## src/icwt_map.svh

```systemverilog
// Register map, field positions, reset values and timing counts
`ifndef ICWT_MAP_SVH
`define ICWT_MAP_SVH

`define ICWT_REG_CTRL1 2'h0
`define ICWT_REG_CTRL2 2'h1
`define ICWT_REG_BUFFER 2'h2

`define ICWT_CTRL1_RESET 16'h0000
`define ICWT_CTRL1_WMASK 16'h3c67
`define ICWT_CTRL2_RESET 16'h000d
`define ICWT_CTRL2_WMASK 16'h01df

`define ICWT_IDLE_STOP_BIT 13
`define ICWT_TSEL_HI 12
`define ICWT_TSEL_LO 10
`define ICWT_ICI_HI 6
`define ICWT_ICI_LO 5
`define ICWT_OVF_BIT 4
`define ICWT_BNE_BIT 3
`define ICWT_MODE_HI 2
`define ICWT_MODE_LO 0

`define ICWT_CASCADE_BIT 8
`define ICWT_TRIG_SEL_BIT 7
`define ICWT_TRIG_STAT_BIT 6
`define ICWT_SYNC_HI 4
`define ICWT_SYNC_LO 0

`define ICWT_TSEL_SYSCLK 3'h7
`define ICWT_TSEL_TMR1 3'h4
`define ICWT_TSEL_TMR5 3'h3
`define ICWT_TSEL_TMR4 3'h2
`define ICWT_TSEL_TMR2 3'h1
`define ICWT_TSEL_TMR3 3'h0

`define ICWT_SYNC_NONE 5'h00
`define ICWT_SYNC_RSVD_TOP 5'h1f
`define ICWT_SYNC_RSVD_PAIR 4'h8
`define ICWT_SYNC_TRIG_ONLY_LO 5'h18
`define ICWT_SYNC_TRIG_ONLY_HI 5'h1c

`define ICWT_PSC4_LAST 4'h3
`define ICWT_PSC16_LAST 4'hf
`define ICWT_CNT_MAX 16'hffff

`endif

```

## src/icwt_pkg.sv

```systemverilog
// Types shared by the capture unit
package icwt_pkg;
   typedef enum logic [2:0] {
      ICWT_MODE_OFF,
      ICWT_MODE_EVERY_EDGE,
      ICWT_MODE_FALL,
      ICWT_MODE_RISE,
      ICWT_MODE_RISE4,
      ICWT_MODE_RISE16,
      ICWT_MODE_DISABLED,
      ICWT_MODE_WAKE
   } icwt_capture_mode_e;

   typedef enum logic [1:0] {
      ICWT_RUN_FREE,
      ICWT_RUN_SYNC,
      ICWT_RUN_TRIG,
      ICWT_RUN_SWTRIG
   } icwt_run_e;
endpackage : icwt_pkg

```

## src/icwt_edge.sv

```systemverilog
// Pin synchroniser and edge detector
`timescale 1ns/1ps
module icwt_edge (
   input wire logic ref_clk_i,
   input wire logic arst_n_i,
   input wire logic pin_i,
   output logic rise_o,
   output logic fall_o
);
   logic meta_reg;
   logic sync_reg;
   logic last_reg;

   always_ff @(posedge ref_clk_i or negedge arst_n_i) begin
      if (!arst_n_i) begin
         meta_reg <= 1'b0;
         sync_reg <= 1'b0;
         last_reg <= 1'b0;
      end else begin
         meta_reg <= pin_i;
         sync_reg <= meta_reg;
         last_reg <= sync_reg;
      end
   end

   assign rise_o = sync_reg & ~last_reg;
   assign fall_o = ~sync_reg & last_reg;
endmodule : icwt_edge

```

## src/icwt_fifo.sv

```systemverilog
// Capture FIFO with valid/ready on both sides
`timescale 1ns/1ps
module icwt_fifo #(
   parameter int WIDTH = 16,
   parameter int DEPTH = 4
) (
   input wire logic ref_clk_i,
   input wire logic arst_n_i,
   input wire logic in_valid_i,
   output logic in_ready_o,
   input wire logic [WIDTH-1:0] in_data_i,
   output logic out_valid_o,
   input wire logic out_ready_i,
   output logic [WIDTH-1:0] out_data_o
);
   localparam int AW = (DEPTH > 1) ? $clog2(DEPTH) : 1;
   localparam logic [AW:0] DEPTH_C = (AW + 1)'(DEPTH);

   logic [WIDTH-1:0] mem_reg [DEPTH];
   logic [AW-1:0] wr_ptr_reg;
   logic [AW-1:0] rd_ptr_reg;
   logic [AW:0] count_reg;
   wire push = in_valid_i & in_ready_o;
   wire pop = out_valid_o & out_ready_i;

   function automatic logic [AW-1:0] ptr_inc(input logic [AW-1:0] p);
      ptr_inc = (p == AW'(DEPTH - 1)) ? '0 : p + 1'b1;
   endfunction : ptr_inc

   assign in_ready_o = count_reg != DEPTH_C;
   assign out_valid_o = count_reg != '0;
   assign out_data_o = mem_reg[rd_ptr_reg];

   always_ff @(posedge ref_clk_i) begin
      if (push) begin
         mem_reg[wr_ptr_reg] <= in_data_i;
      end
   end

   always_ff @(posedge ref_clk_i or negedge arst_n_i) begin
      if (!arst_n_i) begin
         wr_ptr_reg <= '0;
         rd_ptr_reg <= '0;
         count_reg <= '0;
      end else begin
         if (push) wr_ptr_reg <= ptr_inc(wr_ptr_reg);
         if (pop) rd_ptr_reg <= ptr_inc(rd_ptr_reg);
         count_reg <= count_reg + (AW + 1)'(push) - (AW + 1)'(pop);
      end
   end
endmodule : icwt_fifo

```

## src/icwt_top.sv

```systemverilog
// Input capture unit with dedicated counter and Avalon-MM registers
`timescale 1ns/1ps
`include "icwt_map.svh"
module icwt_top #(
   parameter int FIFO_DEPTH = 4,
   parameter bit IS_EVEN = 1'b0
) (
   input wire logic ref_clk_i,
   input wire logic arst_n_i,
   input wire logic [3:0] avs_address_i,
   input wire logic avs_read_i,
   input wire logic avs_write_i,
   input wire logic [31:0] avs_writedata_i,
   input wire logic [3:0] avs_byteenable_i,
   output logic [31:0] avs_readdata_o,
   output logic avs_waitrequest_o,
   input wire logic capture_input_pin_i,
   input wire logic [4:0] tb_tick_i,
   input wire logic [31:0] sync_evt_i,
   input wire logic [31:0] sync_src_en_i,
   input wire logic cpu_idle_i,
   input wire logic cpu_sleep_i,
   input wire logic partner_wrap_i,
   input wire logic partner_clr_i,
   input wire logic partner_cap_i,
   output logic wrap_o,
   output logic clr_o,
   output logic cap_o,
   output logic cap_irq_o,
   output logic wake_irq_o,
   output logic buffer_not_empty_o
);
   // Register state
   logic [15:0] ctrl1_reg;
   logic [15:0] ctrl2_reg;
   logic trigger_status_reg;
   logic capture_overflow_flag_reg;
   logic [15:0] capture_counter_reg;
   logic [15:0] capture_counter_next;
   logic [3:0] psc_reg;
   logic [1:0] irq_cnt_reg;
   logic cap_irq_reg;
   logic wake_irq_reg;
   logic ack_reg;
   logic [31:0] rdata_reg;

   // Field views
   wire idle_stop_select = ctrl1_reg[`ICWT_IDLE_STOP_BIT];
   wire [2:0] time_base_select = ctrl1_reg[`ICWT_TSEL_HI:`ICWT_TSEL_LO];
   wire [1:0] captures_per_interrupt = ctrl1_reg[`ICWT_ICI_HI:`ICWT_ICI_LO];
   wire [2:0] capture_mode_select = ctrl1_reg[`ICWT_MODE_HI:`ICWT_MODE_LO];
   wire cascade_enable = ctrl2_reg[`ICWT_CASCADE_BIT];
   wire trigger_mode_select = ctrl2_reg[`ICWT_TRIG_SEL_BIT];
   wire [4:0] sync_source_select = ctrl2_reg[`ICWT_SYNC_HI:`ICWT_SYNC_LO];
   icwt_pkg::icwt_capture_mode_e mode;
   icwt_pkg::icwt_run_e run_mode;

   // Time base selection
   function automatic logic tb_pick(input logic [2:0] sel,
                                    input logic [4:0] ticks);
      unique case (sel)
         `ICWT_TSEL_SYSCLK: tb_pick = 1'b1;
         `ICWT_TSEL_TMR1: tb_pick = ticks[0];
         `ICWT_TSEL_TMR2: tb_pick = ticks[1];
         `ICWT_TSEL_TMR3: tb_pick = ticks[2];
         `ICWT_TSEL_TMR4: tb_pick = ticks[3];
         `ICWT_TSEL_TMR5: tb_pick = ticks[4];
         default: tb_pick = 1'b0;
      endcase
   endfunction : tb_pick

   // Source codes that carry no event at all
   function automatic logic src_reserved(input logic [4:0] code);
      src_reserved = (code == `ICWT_SYNC_NONE) ||
                     (code == `ICWT_SYNC_RSVD_TOP) ||
                     (code[4:1] == `ICWT_SYNC_RSVD_PAIR);
   endfunction : src_reserved

   // Converter, comparators and charge timing may not act as sync sources
   function automatic logic src_trig_only(input logic [4:0] code);
      src_trig_only = (code >= `ICWT_SYNC_TRIG_ONLY_LO) &&
                      (code <= `ICWT_SYNC_TRIG_ONLY_HI);
   endfunction : src_trig_only

   assign mode = icwt_pkg::icwt_capture_mode_e'(capture_mode_select);

   // Operating mode from source code and trigger select
   assign run_mode = (sync_source_select == `ICWT_SYNC_NONE) ?
      (trigger_mode_select ? icwt_pkg::ICWT_RUN_SWTRIG
                           : icwt_pkg::ICWT_RUN_FREE) :
      (trigger_mode_select ? icwt_pkg::ICWT_RUN_TRIG
                           : icwt_pkg::ICWT_RUN_SYNC);

   // Pin edges
   wire pin_rise;
   wire pin_fall;

   icwt_edge u_edge (
      .ref_clk_i(ref_clk_i),
      .arst_n_i(arst_n_i),
      .pin_i(capture_input_pin_i),
      .rise_o(pin_rise),
      .fall_o(pin_fall)
   );

   // Source event decode
   wire src_evt = ~src_reserved(sync_source_select) &
                  sync_evt_i[sync_source_select];
   wire src_en = ~src_reserved(sync_source_select) &
                 sync_src_en_i[sync_source_select];
   wire sync_evt_ok = src_evt & ~src_trig_only(sync_source_select);
   wire hw_trigger = (run_mode == icwt_pkg::ICWT_RUN_TRIG) & src_evt;

   // Cascade roles
   wire casc_even = IS_EVEN & cascade_enable;
   wire casc_follow = casc_even & ~trigger_mode_select;

   wire unit_on = (mode != icwt_pkg::ICWT_MODE_OFF) &&
                  (mode != icwt_pkg::ICWT_MODE_DISABLED) &&
                  (mode != icwt_pkg::ICWT_MODE_WAKE);
   wire halted = idle_stop_select & cpu_idle_i;

   // Reasons to hold the counter at zero
   wire sync_hold = (run_mode == icwt_pkg::ICWT_RUN_SYNC) & ~src_en;
   wire trig_hold = trigger_mode_select & ~trigger_status_reg;
   wire sync_clear = (run_mode == icwt_pkg::ICWT_RUN_SYNC) &
                     sync_evt_ok;
   wire own_hold = sync_hold | trig_hold;
   wire own_clear = own_hold | sync_clear;
   wire cnt_clear = ~unit_on | (casc_follow ? partner_clr_i : own_clear);
   wire run_ok = unit_on & ~halted &
                 (casc_follow ? ~partner_clr_i : ~own_hold);

   // Counting step
   wire tick = tb_pick(time_base_select, tb_tick_i);
   wire cnt_step = ~halted &
                   (casc_even ? partner_wrap_i : tick);

   always_comb begin
      capture_counter_next = capture_counter_reg;
      if (cnt_clear) begin
         capture_counter_next = 16'h0000;
      end else if (cnt_step) begin
         capture_counter_next = capture_counter_reg + 16'h0001;
      end
   end

   assign wrap_o = cnt_step & ~cnt_clear &
                   (capture_counter_reg == `ICWT_CNT_MAX);
   assign clr_o = cnt_clear;

   // Capture event qualification
   wire psc_mode = (mode == icwt_pkg::ICWT_MODE_RISE4) ||
                   (mode == icwt_pkg::ICWT_MODE_RISE16);
   wire [3:0] psc_last = (mode == icwt_pkg::ICWT_MODE_RISE4) ?
                         `ICWT_PSC4_LAST : `ICWT_PSC16_LAST;
   wire psc_hit = pin_rise & (psc_reg == psc_last);
   logic edge_hit;

   always_comb begin
      unique case (mode)
         icwt_pkg::ICWT_MODE_EVERY_EDGE: edge_hit = pin_rise | pin_fall;
         icwt_pkg::ICWT_MODE_FALL: edge_hit = pin_fall;
         icwt_pkg::ICWT_MODE_RISE: edge_hit = pin_rise;
         icwt_pkg::ICWT_MODE_RISE4: edge_hit = psc_hit;
         icwt_pkg::ICWT_MODE_RISE16: edge_hit = psc_hit;
         icwt_pkg::ICWT_MODE_OFF: edge_hit = 1'b0;
         icwt_pkg::ICWT_MODE_DISABLED: edge_hit = 1'b0;
         icwt_pkg::ICWT_MODE_WAKE: edge_hit = 1'b0;
      endcase
   end

   wire cap_evt = run_ok & (casc_follow ? partner_cap_i : edge_hit);
   assign cap_o = cap_evt;

   // FIFO
   wire fifo_ready;
   wire fifo_valid;
   wire [15:0] fifo_data;
   wire bus_req = avs_read_i | avs_write_i;
   wire take = bus_req & ~ack_reg;
   wire [1:0] reg_sel = avs_address_i[3:2];
   wire addr_mapped = (avs_address_i[1:0] == 2'h0) &&
                      (reg_sel != 2'h3);
   wire buf_read = take & avs_read_i & addr_mapped &
                   (reg_sel == `ICWT_REG_BUFFER);
   wire push = cap_evt & fifo_ready;
   wire drop = cap_evt & ~fifo_ready;

   icwt_fifo #(
      .WIDTH(16),
      .DEPTH(FIFO_DEPTH)
   ) u_fifo (
      .ref_clk_i(ref_clk_i),
      .arst_n_i(arst_n_i),
      .in_valid_i(cap_evt),
      .in_ready_o(fifo_ready),
      .in_data_i(capture_counter_reg),
      .out_valid_o(fifo_valid),
      .out_ready_i(buf_read),
      .out_data_o(fifo_data)
   );

   assign buffer_not_empty_o = fifo_valid;

   // Interrupt pacing
   wire irq_fire = push &
                   ((mode == icwt_pkg::ICWT_MODE_EVERY_EDGE) ||
                    (irq_cnt_reg == captures_per_interrupt));

   // Register read view
   wire [15:0] ctrl1_view = (ctrl1_reg & `ICWT_CTRL1_WMASK) |
                            (16'(capture_overflow_flag_reg)
                             << `ICWT_OVF_BIT) |
                            (16'(fifo_valid) << `ICWT_BNE_BIT);
   wire [15:0] ctrl2_view = (ctrl2_reg & `ICWT_CTRL2_WMASK &
                             ~(16'h0001 << `ICWT_TRIG_STAT_BIT)) |
                            (16'(trigger_status_reg)
                             << `ICWT_TRIG_STAT_BIT);
   logic [15:0] read_mux;

   always_comb begin
      read_mux = 16'h0000;
      if (addr_mapped) begin
         unique case (reg_sel)
            `ICWT_REG_CTRL1: read_mux = ctrl1_view;
            `ICWT_REG_CTRL2: read_mux = ctrl2_view;
            `ICWT_REG_BUFFER: read_mux = fifo_valid ? fifo_data : 16'h0000;
            default: read_mux = 16'h0000;
         endcase
      end
   end

   // Byte-lane write merge
   wire [15:0] lane_mask = {{8{avs_byteenable_i[1]}},
                            {8{avs_byteenable_i[0]}}};
   wire commit = ack_reg & avs_write_i & addr_mapped;
   wire wr_ctrl1 = commit & (reg_sel == `ICWT_REG_CTRL1);
   wire wr_ctrl2 = commit & (reg_sel == `ICWT_REG_CTRL2);
   wire [15:0] wmask1 = lane_mask & `ICWT_CTRL1_WMASK;
   wire [15:0] wmask2 = lane_mask & `ICWT_CTRL2_WMASK;
   wire [15:0] ctrl1_new = (ctrl1_reg & ~wmask1) |
                           (avs_writedata_i[15:0] & wmask1);
   wire [15:0] ctrl2_new = (ctrl2_reg & ~wmask2) |
                           (avs_writedata_i[15:0] & wmask2);
   wire sw_trig_wr = wr_ctrl2 & avs_byteenable_i[0];
   wire sw_trig_val = avs_writedata_i[`ICWT_TRIG_STAT_BIT];

   assign avs_waitrequest_o = bus_req & ~ack_reg;
   assign avs_readdata_o = rdata_reg;
   assign cap_irq_o = cap_irq_reg;
   assign wake_irq_o = wake_irq_reg;

   // Bus handshake and read data
   always_ff @(posedge ref_clk_i or negedge arst_n_i) begin
      if (!arst_n_i) begin
         ack_reg <= 1'b0;
         rdata_reg <= 32'h0000_0000;
      end else begin
         ack_reg <= take;
         if (take & avs_read_i) rdata_reg <= {16'h0000, read_mux};
      end
   end

   // Control registers
   always_ff @(posedge ref_clk_i or negedge arst_n_i) begin
      if (!arst_n_i) begin
         ctrl1_reg <= `ICWT_CTRL1_RESET;
         ctrl2_reg <= `ICWT_CTRL2_RESET;
      end else begin
         if (wr_ctrl1) ctrl1_reg <= ctrl1_new;
         if (wr_ctrl2) ctrl2_reg <= ctrl2_new;
      end
   end

   // Trigger status: hardware set wins over a software clear
   always_ff @(posedge ref_clk_i or negedge arst_n_i) begin
      if (!arst_n_i) begin
         trigger_status_reg <= 1'b0;
      end else if (hw_trigger) begin
         trigger_status_reg <= 1'b1;
      end else if (sw_trig_wr) begin
         trigger_status_reg <= sw_trig_val;
      end
   end

   // Overflow: set on a dropped capture, cleared when the capture mode is ICWT_MODE_OFF
   always_ff @(posedge ref_clk_i or negedge arst_n_i) begin
      if (!arst_n_i) begin
         capture_overflow_flag_reg <= 1'b0;
      end else if (drop) begin
         capture_overflow_flag_reg <= 1'b1;
      end else if (mode == icwt_pkg::ICWT_MODE_OFF) begin
         capture_overflow_flag_reg <= 1'b0;
      end
   end

   // Counter
   always_ff @(posedge ref_clk_i or negedge arst_n_i) begin
      if (!arst_n_i) begin
         capture_counter_reg <= 16'h0000;
      end else begin
         capture_counter_reg <= capture_counter_next;
      end
   end

   // Rising-edge prescaler
   always_ff @(posedge ref_clk_i or negedge arst_n_i) begin
      if (!arst_n_i) begin
         psc_reg <= 4'h0;
      end else if (!psc_mode || !run_ok) begin
         psc_reg <= 4'h0;
      end else if (pin_rise) begin
         psc_reg <= psc_hit ? 4'h0 : psc_reg + 4'h1;
      end
   end

   // Capture interrupt counter
   always_ff @(posedge ref_clk_i or negedge arst_n_i) begin
      if (!arst_n_i) begin
         irq_cnt_reg <= 2'h0;
         cap_irq_reg <= 1'b0;
      end else begin
         cap_irq_reg <= irq_fire;
         if (!unit_on || irq_fire) begin
            irq_cnt_reg <= 2'h0;
         end else if (push) begin
            irq_cnt_reg <= irq_cnt_reg + 2'h1;
         end
      end
   end

   // Wake source in low-power states
   always_ff @(posedge ref_clk_i or negedge arst_n_i) begin
      if (!arst_n_i) begin
         wake_irq_reg <= 1'b0;
      end else begin
         wake_irq_reg <= (mode == icwt_pkg::ICWT_MODE_WAKE) & pin_rise &
                         (cpu_sleep_i | cpu_idle_i);
      end
   end
endmodule : icwt_top

```

## config.mk

```make
export PLATFORM = sky130hd
export DESIGN_NAME = icwt_top
export DESIGN_NICKNAME = d
export VERILOG_FILES = /design/src/icwt_pkg.sv /design/src/icwt_edge.sv /design/src/icwt_fifo.sv /design/src/icwt_top.sv
export VERILOG_INCLUDE_DIRS = /design/src
export SDC_FILE = /design/constraint.sdc
export NUM_CORES = 1
export LEC_CHECK = 0
export BUFFER_PORTS_ARGS = -buffer_cell sky130_fd_sc_hd__buf_2
export CAP_MARGIN = 25
export CORE_ASPECT_RATIO = 0.75
export CORE_MARGIN = 10
export CORE_UTILIZATION = 60
export CTS_BUF_LIST = sky130_fd_sc_hd__clkbuf_8
export DETAILED_ROUTE_END_ITERATION = 8
export PLACE_DENSITY = 0.88
export SYNTH_ARGS = -nofsm -noshare
export SYNTH_HDL_FRONTEND = slang
export SYNTH_SLANG_ARGS = --single-unit
```

## constraint.sdc

```tcl
create_clock -name ref_clk_i -period 5.9 [get_ports ref_clk_i]
set_clock_uncertainty 0.2 [all_clocks]
set_input_delay 0.885 -clock ref_clk_i [delete_from_list [all_inputs] [get_ports ref_clk_i]]
set_output_delay 0.885 -clock ref_clk_i [all_outputs]
set_load 0.01 [all_outputs]
```

==> flow_metrics.tcl <==
set metrics [dict create \
    clk_path_buf_depth 2 \
    critical_path.cell_chain "mux4_2 -> nor2b_1 -> a211oi_1 -> a21oi_1 -> a31oi_1 -> o211ai_2 -> buf_4 -> nor4_2 -> buf_2" \
    globalRouteTotalUtil_pct 21.3 \
    synth_cell_type_count 61 \
    critical_path_peak_fanout 27 \
    io_buffer_count 117 \
    timing_max_transition_violations_final 0 \
    synth_xor_area_share_pct 2.82 \
    post-cts-setup-buffers 0 \
    crit_family "flip-flops" \
    hpwlAfterDp_um 11800 \
    overflow_left_after_global_routing 0 \
    synth_fa_ha_area_share_pct 2.42 \
    final_cell_count_without_fillers 764 \
    ctsHtreeMaxLevel 4 \
    crit_path_top_delay_cell "sky130_fd_sc_hd__dfstp_2" \
    period_needed_ns 4.65 \
    worstSetupPathType "reg -> out" \
    core-area_um2 10500 \
    post_synth.cell_area_avg_um2 13.2 \
    first_iter_violations 384 \
    clock_input_transition_at_the_sequential_cells_of_the_worst_setup_and_hold_paths_ns 0.08 \
    cp_slowest_stage_delay_ns 1.01 \
    detail-route-antenna-nets 0 \
    drt-pass1-iter-count 6 \
    clkSinkCount 133 \
    asyncSetResetFlopFracSynth_pct 51.9 \
    report.final.hold_viol_count 0 \
    cellPowerDensity_nw_per_um2 321 \
    place_inst 732 \
    cp-start-kind "flip-flop" \
    grt_max_degree 70 \
    layout.nets 746 \
    end_kind "output pin" \
    cp.arrival_ns 3.56 \
    totalWireLength_um 16400 \
    cts_resized 0 \
    synth-compound-area-share_pct 7.70 \
    synth-seq-cells 133 \
    worst-slew-pin-transition_ns 0.971 \
    synth_simple_gate_area_share_pct 10.3 \
    fp.dieH_um 110 \
    row_count 32 \
    drc 0 \
    clock_latency_of_the_later_clocked_register_in_the_worst_skew_pair_ns 0.45 \
    globalplace.congestion 0.853 \
    tns_ns 0 \
    synth.yosys.seq_area_share_pct 56.1 \
    crit_buf_inv 2 \
    hold_path.class "reg -> reg" \
    synthToLayoutAreaGrowth_pct 16.6 \
    antennaDiodeCount 0 \
    fmaxAchievable_ghz 0.215 \
    slew_headroom_pct 35.2 \
    initial_utilization_pct 62.3 \
    wl_per_cell_um 21.5 \
    syn-instance-count 495 \
    cts_buffers 17 \
    worst_ep_required_time_ns 4.82 \
    ys_warn_count 0 \
    final.period_utilization_pct 78.8 \
    muxShareOfSynthArea_pct 15.5 \
    number_of_flops_mapped_to_enable_cells_by_yosys 64 \
    clock-root-buffer "sky130_fd_sc_hd__clkbuf_8" \
    drive_gt1_share_pct 33.4 \
    largest_family_of_logic_cells_by_synthesized_area "multiplexers" \
    drt-vias-per-instance 6.12 \
    total_leakage_power_uw 0.00315 \
    r2r_setup_slack_ns 2.22 \
    grt_pass1_vias 4759 \
    floorplan.io_pins 158 \
    grt_setup_unrepaired "false" \
    die_area_um2 15500 \
    postCtsHoldBufs 0 \
    finish_stage_setup_viols 0 \
    grt_antenna_before_repair 0 \
    ys.flop_type "sky130_fd_sc_hd__dfrtp_1" \
    tritoncts "done" \
    route.vias.total 4675 \
    wire_length_of_the_first_global_routing_pass_um 25900 \
    max_cap_violations 0 \
    syn_area_um2 6510 \
    power.ir.vdd_worst_mv 0.173 \
    run_status "finished clean" \
    dieWidth_um 140 \
]
[final timing paths]
kind                                                             to  depth (start not counted)                 startpoint
worst min-delay path                      u_edge.sync_reg$_DFF_PN0_                          0  u_edge.meta_reg$_DFF_PN0_
max in group asynchronous       capture_counter_reg[14]$_DFFE_PN0P_                          2                   arst_n_i
worst max-delay path                                         wrap_o                          9                  flip-flop
min in group asynchronous                                 async pin                          2                   arst_n_i
worst min register to register            u_edge.sync_reg$_DFF_PN0_                          0  u_edge.meta_reg$_DFF_PN0_
worst max register to register        u_fifo.count_reg[2]$_DFF_PN0_                         11                  flip-flop
[worst reg2reg max path, cell delays in order, from the launching register on]
cell                      delay (ns)
sky130_fd_sc_hd__dfstp_2        1.01
sky130_fd_sc_hd__mux2_2         0.41
sky130_fd_sc_hd__a211o_1        0.28
sky130_fd_sc_hd__or3_1          0.30
sky130_fd_sc_hd__nand3_1        0.12
sky130_fd_sc_hd__o22a_1         0.41
sky130_fd_sc_hd__inv_1          0.12
sky130_fd_sc_hd__ha_1           0.21
sky130_fd_sc_hd__inv_1          0.07
sky130_fd_sc_hd__fa_1           0.18
sky130_fd_sc_hd__xnor2_1        0.13
sky130_fd_sc_hd__xnor2_1        0.14
[cell usage after synthesis (3+ instances only)]
cell | count | share of area [%]
sky130_fd_sc_hd__nor2b_1 | 9 | 0.86
sky130_fd_sc_hd__and3_1 | 8 | 0.77
sky130_fd_sc_hd__inv_1 | 23 | 1.3
sky130_fd_sc_hd__xnor2_1 | 12 | 1.6
sky130_fd_sc_hd__nand3_1 | 10 | 0.77
sky130_fd_sc_hd__o21ai_0 | 11 | 0.85
sky130_fd_sc_hd__a222oi_1 | 5 | 0.77
sky130_fd_sc_hd__nor3_1 | 4 | 0.31
sky130_fd_sc_hd__edfxtp_1 | 64 | 30
sky130_fd_sc_hd__or3_1 | 7 | 0.67
sky130_fd_sc_hd__and2_1 | 3 | 0.29
sky130_fd_sc_hd__a211oi_1 | 5 | 0.58
sky130_fd_sc_hd__mux2i_1 | 21 | 3.2
sky130_fd_sc_hd__nand2_1 | 21 | 1.2
sky130_fd_sc_hd__ha_1 | 11 | 2.1
sky130_fd_sc_hd__dfrtp_1 | 66 | 25
sky130_fd_sc_hd__buf_4 | 20 | 2.3
sky130_fd_sc_hd__mux2_2 | 22 | 3.8
sky130_fd_sc_hd__nand2b_1 | 8 | 0.77
sky130_fd_sc_hd__a22oi_1 | 9 | 1.0
sky130_fd_sc_hd__a22o_1 | 4 | 0.54
sky130_fd_sc_hd__buf_2 | 8 | 0.61
sky130_fd_sc_hd__a21oi_1 | 12 | 0.92
sky130_fd_sc_hd__xor2_1 | 9 | 1.2
sky130_fd_sc_hd__dfstp_2 | 3 | 1.2
sky130_fd_sc_hd__nand4_1 | 7 | 0.67
sky130_fd_sc_hd__mux4_2 | 24 | 8.3
sky130_fd_sc_hd__clkbuf_1 | 10 | 0.58
sky130_fd_sc_hd__nor2_1 | 39 | 2.2
sky130_fd_sc_hd__o22ai_1 | 6 | 0.58
[metrics by stage]
step,cell area [um^2],setup slack (ns),total power [uW],hold slack (ns),util [%]
6_report,7590,1.25,2440,0.154,72.7
5_1_grt,7590,0.977,2550,0.169,72.7
4_1_cts,7590,1.23,2450,0.153,72.7
3_5_place_dp,7150,1.72,1610,0.136,68.5
3_3_place_gp,7130,1.73,1580,0.133,68.3
2_1_floorplan,6570,2.34,1470,0.131,-
[area by class of cell]
type | instances | area [um^2]
Clock inverter | 13 | 180
Inverter | 23 | 86.3
Fill cell | 632 | 2860
Sequential cell | 133 | 3650
Clock buffer | 19 | 262
Tap cell | 136 | 170
Timing Repair Buffer | 126 | 658
Multi-Input combinational cell | 314 | 2590
[cells in the final DEF, fill, tap and decap left out, types with 3 or more instances in the layout]
cell                        netlist  layout
sky130_fd_sc_hd__nor2_1          39      39
sky130_fd_sc_hd__inv_1           23      24
sky130_fd_sc_hd__mux2_2          22      22
sky130_fd_sc_hd__nor3_1           4       4
sky130_fd_sc_hd__a222oi_1         5       5
sky130_fd_sc_hd__nand2b_1         8       8
sky130_fd_sc_hd__ha_1            11      11
sky130_fd_sc_hd__and3_1           8       8
sky130_fd_sc_hd__dfrtp_1         66      66
sky130_fd_sc_hd__buf_2            8     118
sky130_fd_sc_hd__dfstp_2          3       3
sky130_fd_sc_hd__a211oi_1         5       5
sky130_fd_sc_hd__o22ai_1          6       6
sky130_fd_sc_hd__o21ai_0         11      11
sky130_fd_sc_hd__clkbuf_8         0      19
sky130_fd_sc_hd__nand4_1          7       7
sky130_fd_sc_hd__a22o_1           4       4
sky130_fd_sc_hd__and2_1           3       3
sky130_fd_sc_hd__nand2_1         21      21
sky130_fd_sc_hd__xnor2_1         12      12
sky130_fd_sc_hd__a22oi_1          9       9
sky130_fd_sc_hd__edfxtp_1        64      64
sky130_fd_sc_hd__bufinv_16        0       4
sky130_fd_sc_hd__clkinv_4         0       3
sky130_fd_sc_hd__mux4_2          24      24
sky130_fd_sc_hd__nor2b_1          9       9
sky130_fd_sc_hd__or3_1            7       7
sky130_fd_sc_hd__mux2i_1         21      21
sky130_fd_sc_hd__a21oi_1         12      12
sky130_fd_sc_hd__conb_1           1      16
sky130_fd_sc_hd__buf_4           20       7
sky130_fd_sc_hd__nand3_1         10      10
sky130_fd_sc_hd__xor2_1           9       9
[report_power, final]
| part | total [uW] | switching (uW) | internal (uW) |
|---|---|---|---|
| clock | 838 | 357 | 482 |
| combinational | 474 | 220 | 254 |
| sequential | 1130 | 106 | 1020 |
[layer usage]
metal  GRT usage, %  vias up  share of wire, %
met5              0        -                 0
met4           8.38        0               2.1
met3           6.97       37                11
met2           34.8      282                49
met1           26.2     2309                38
li1               -     2047                 -
[cell families (layout without fill, tap and decap cells)]
group | count (synthesis) | after routing
buffers and inverters | 63 | 181
and+or+nand+nor | 129 | 129
DFF | 133 | 133
other | 1 | 16
AOI/OAI and AO/OA | 68 | 68
adders and majority gates | 12 | 12
muxes | 68 | 68
xor gates and xnor gates | 21 | 21
(Power assumes the default switching activity.)
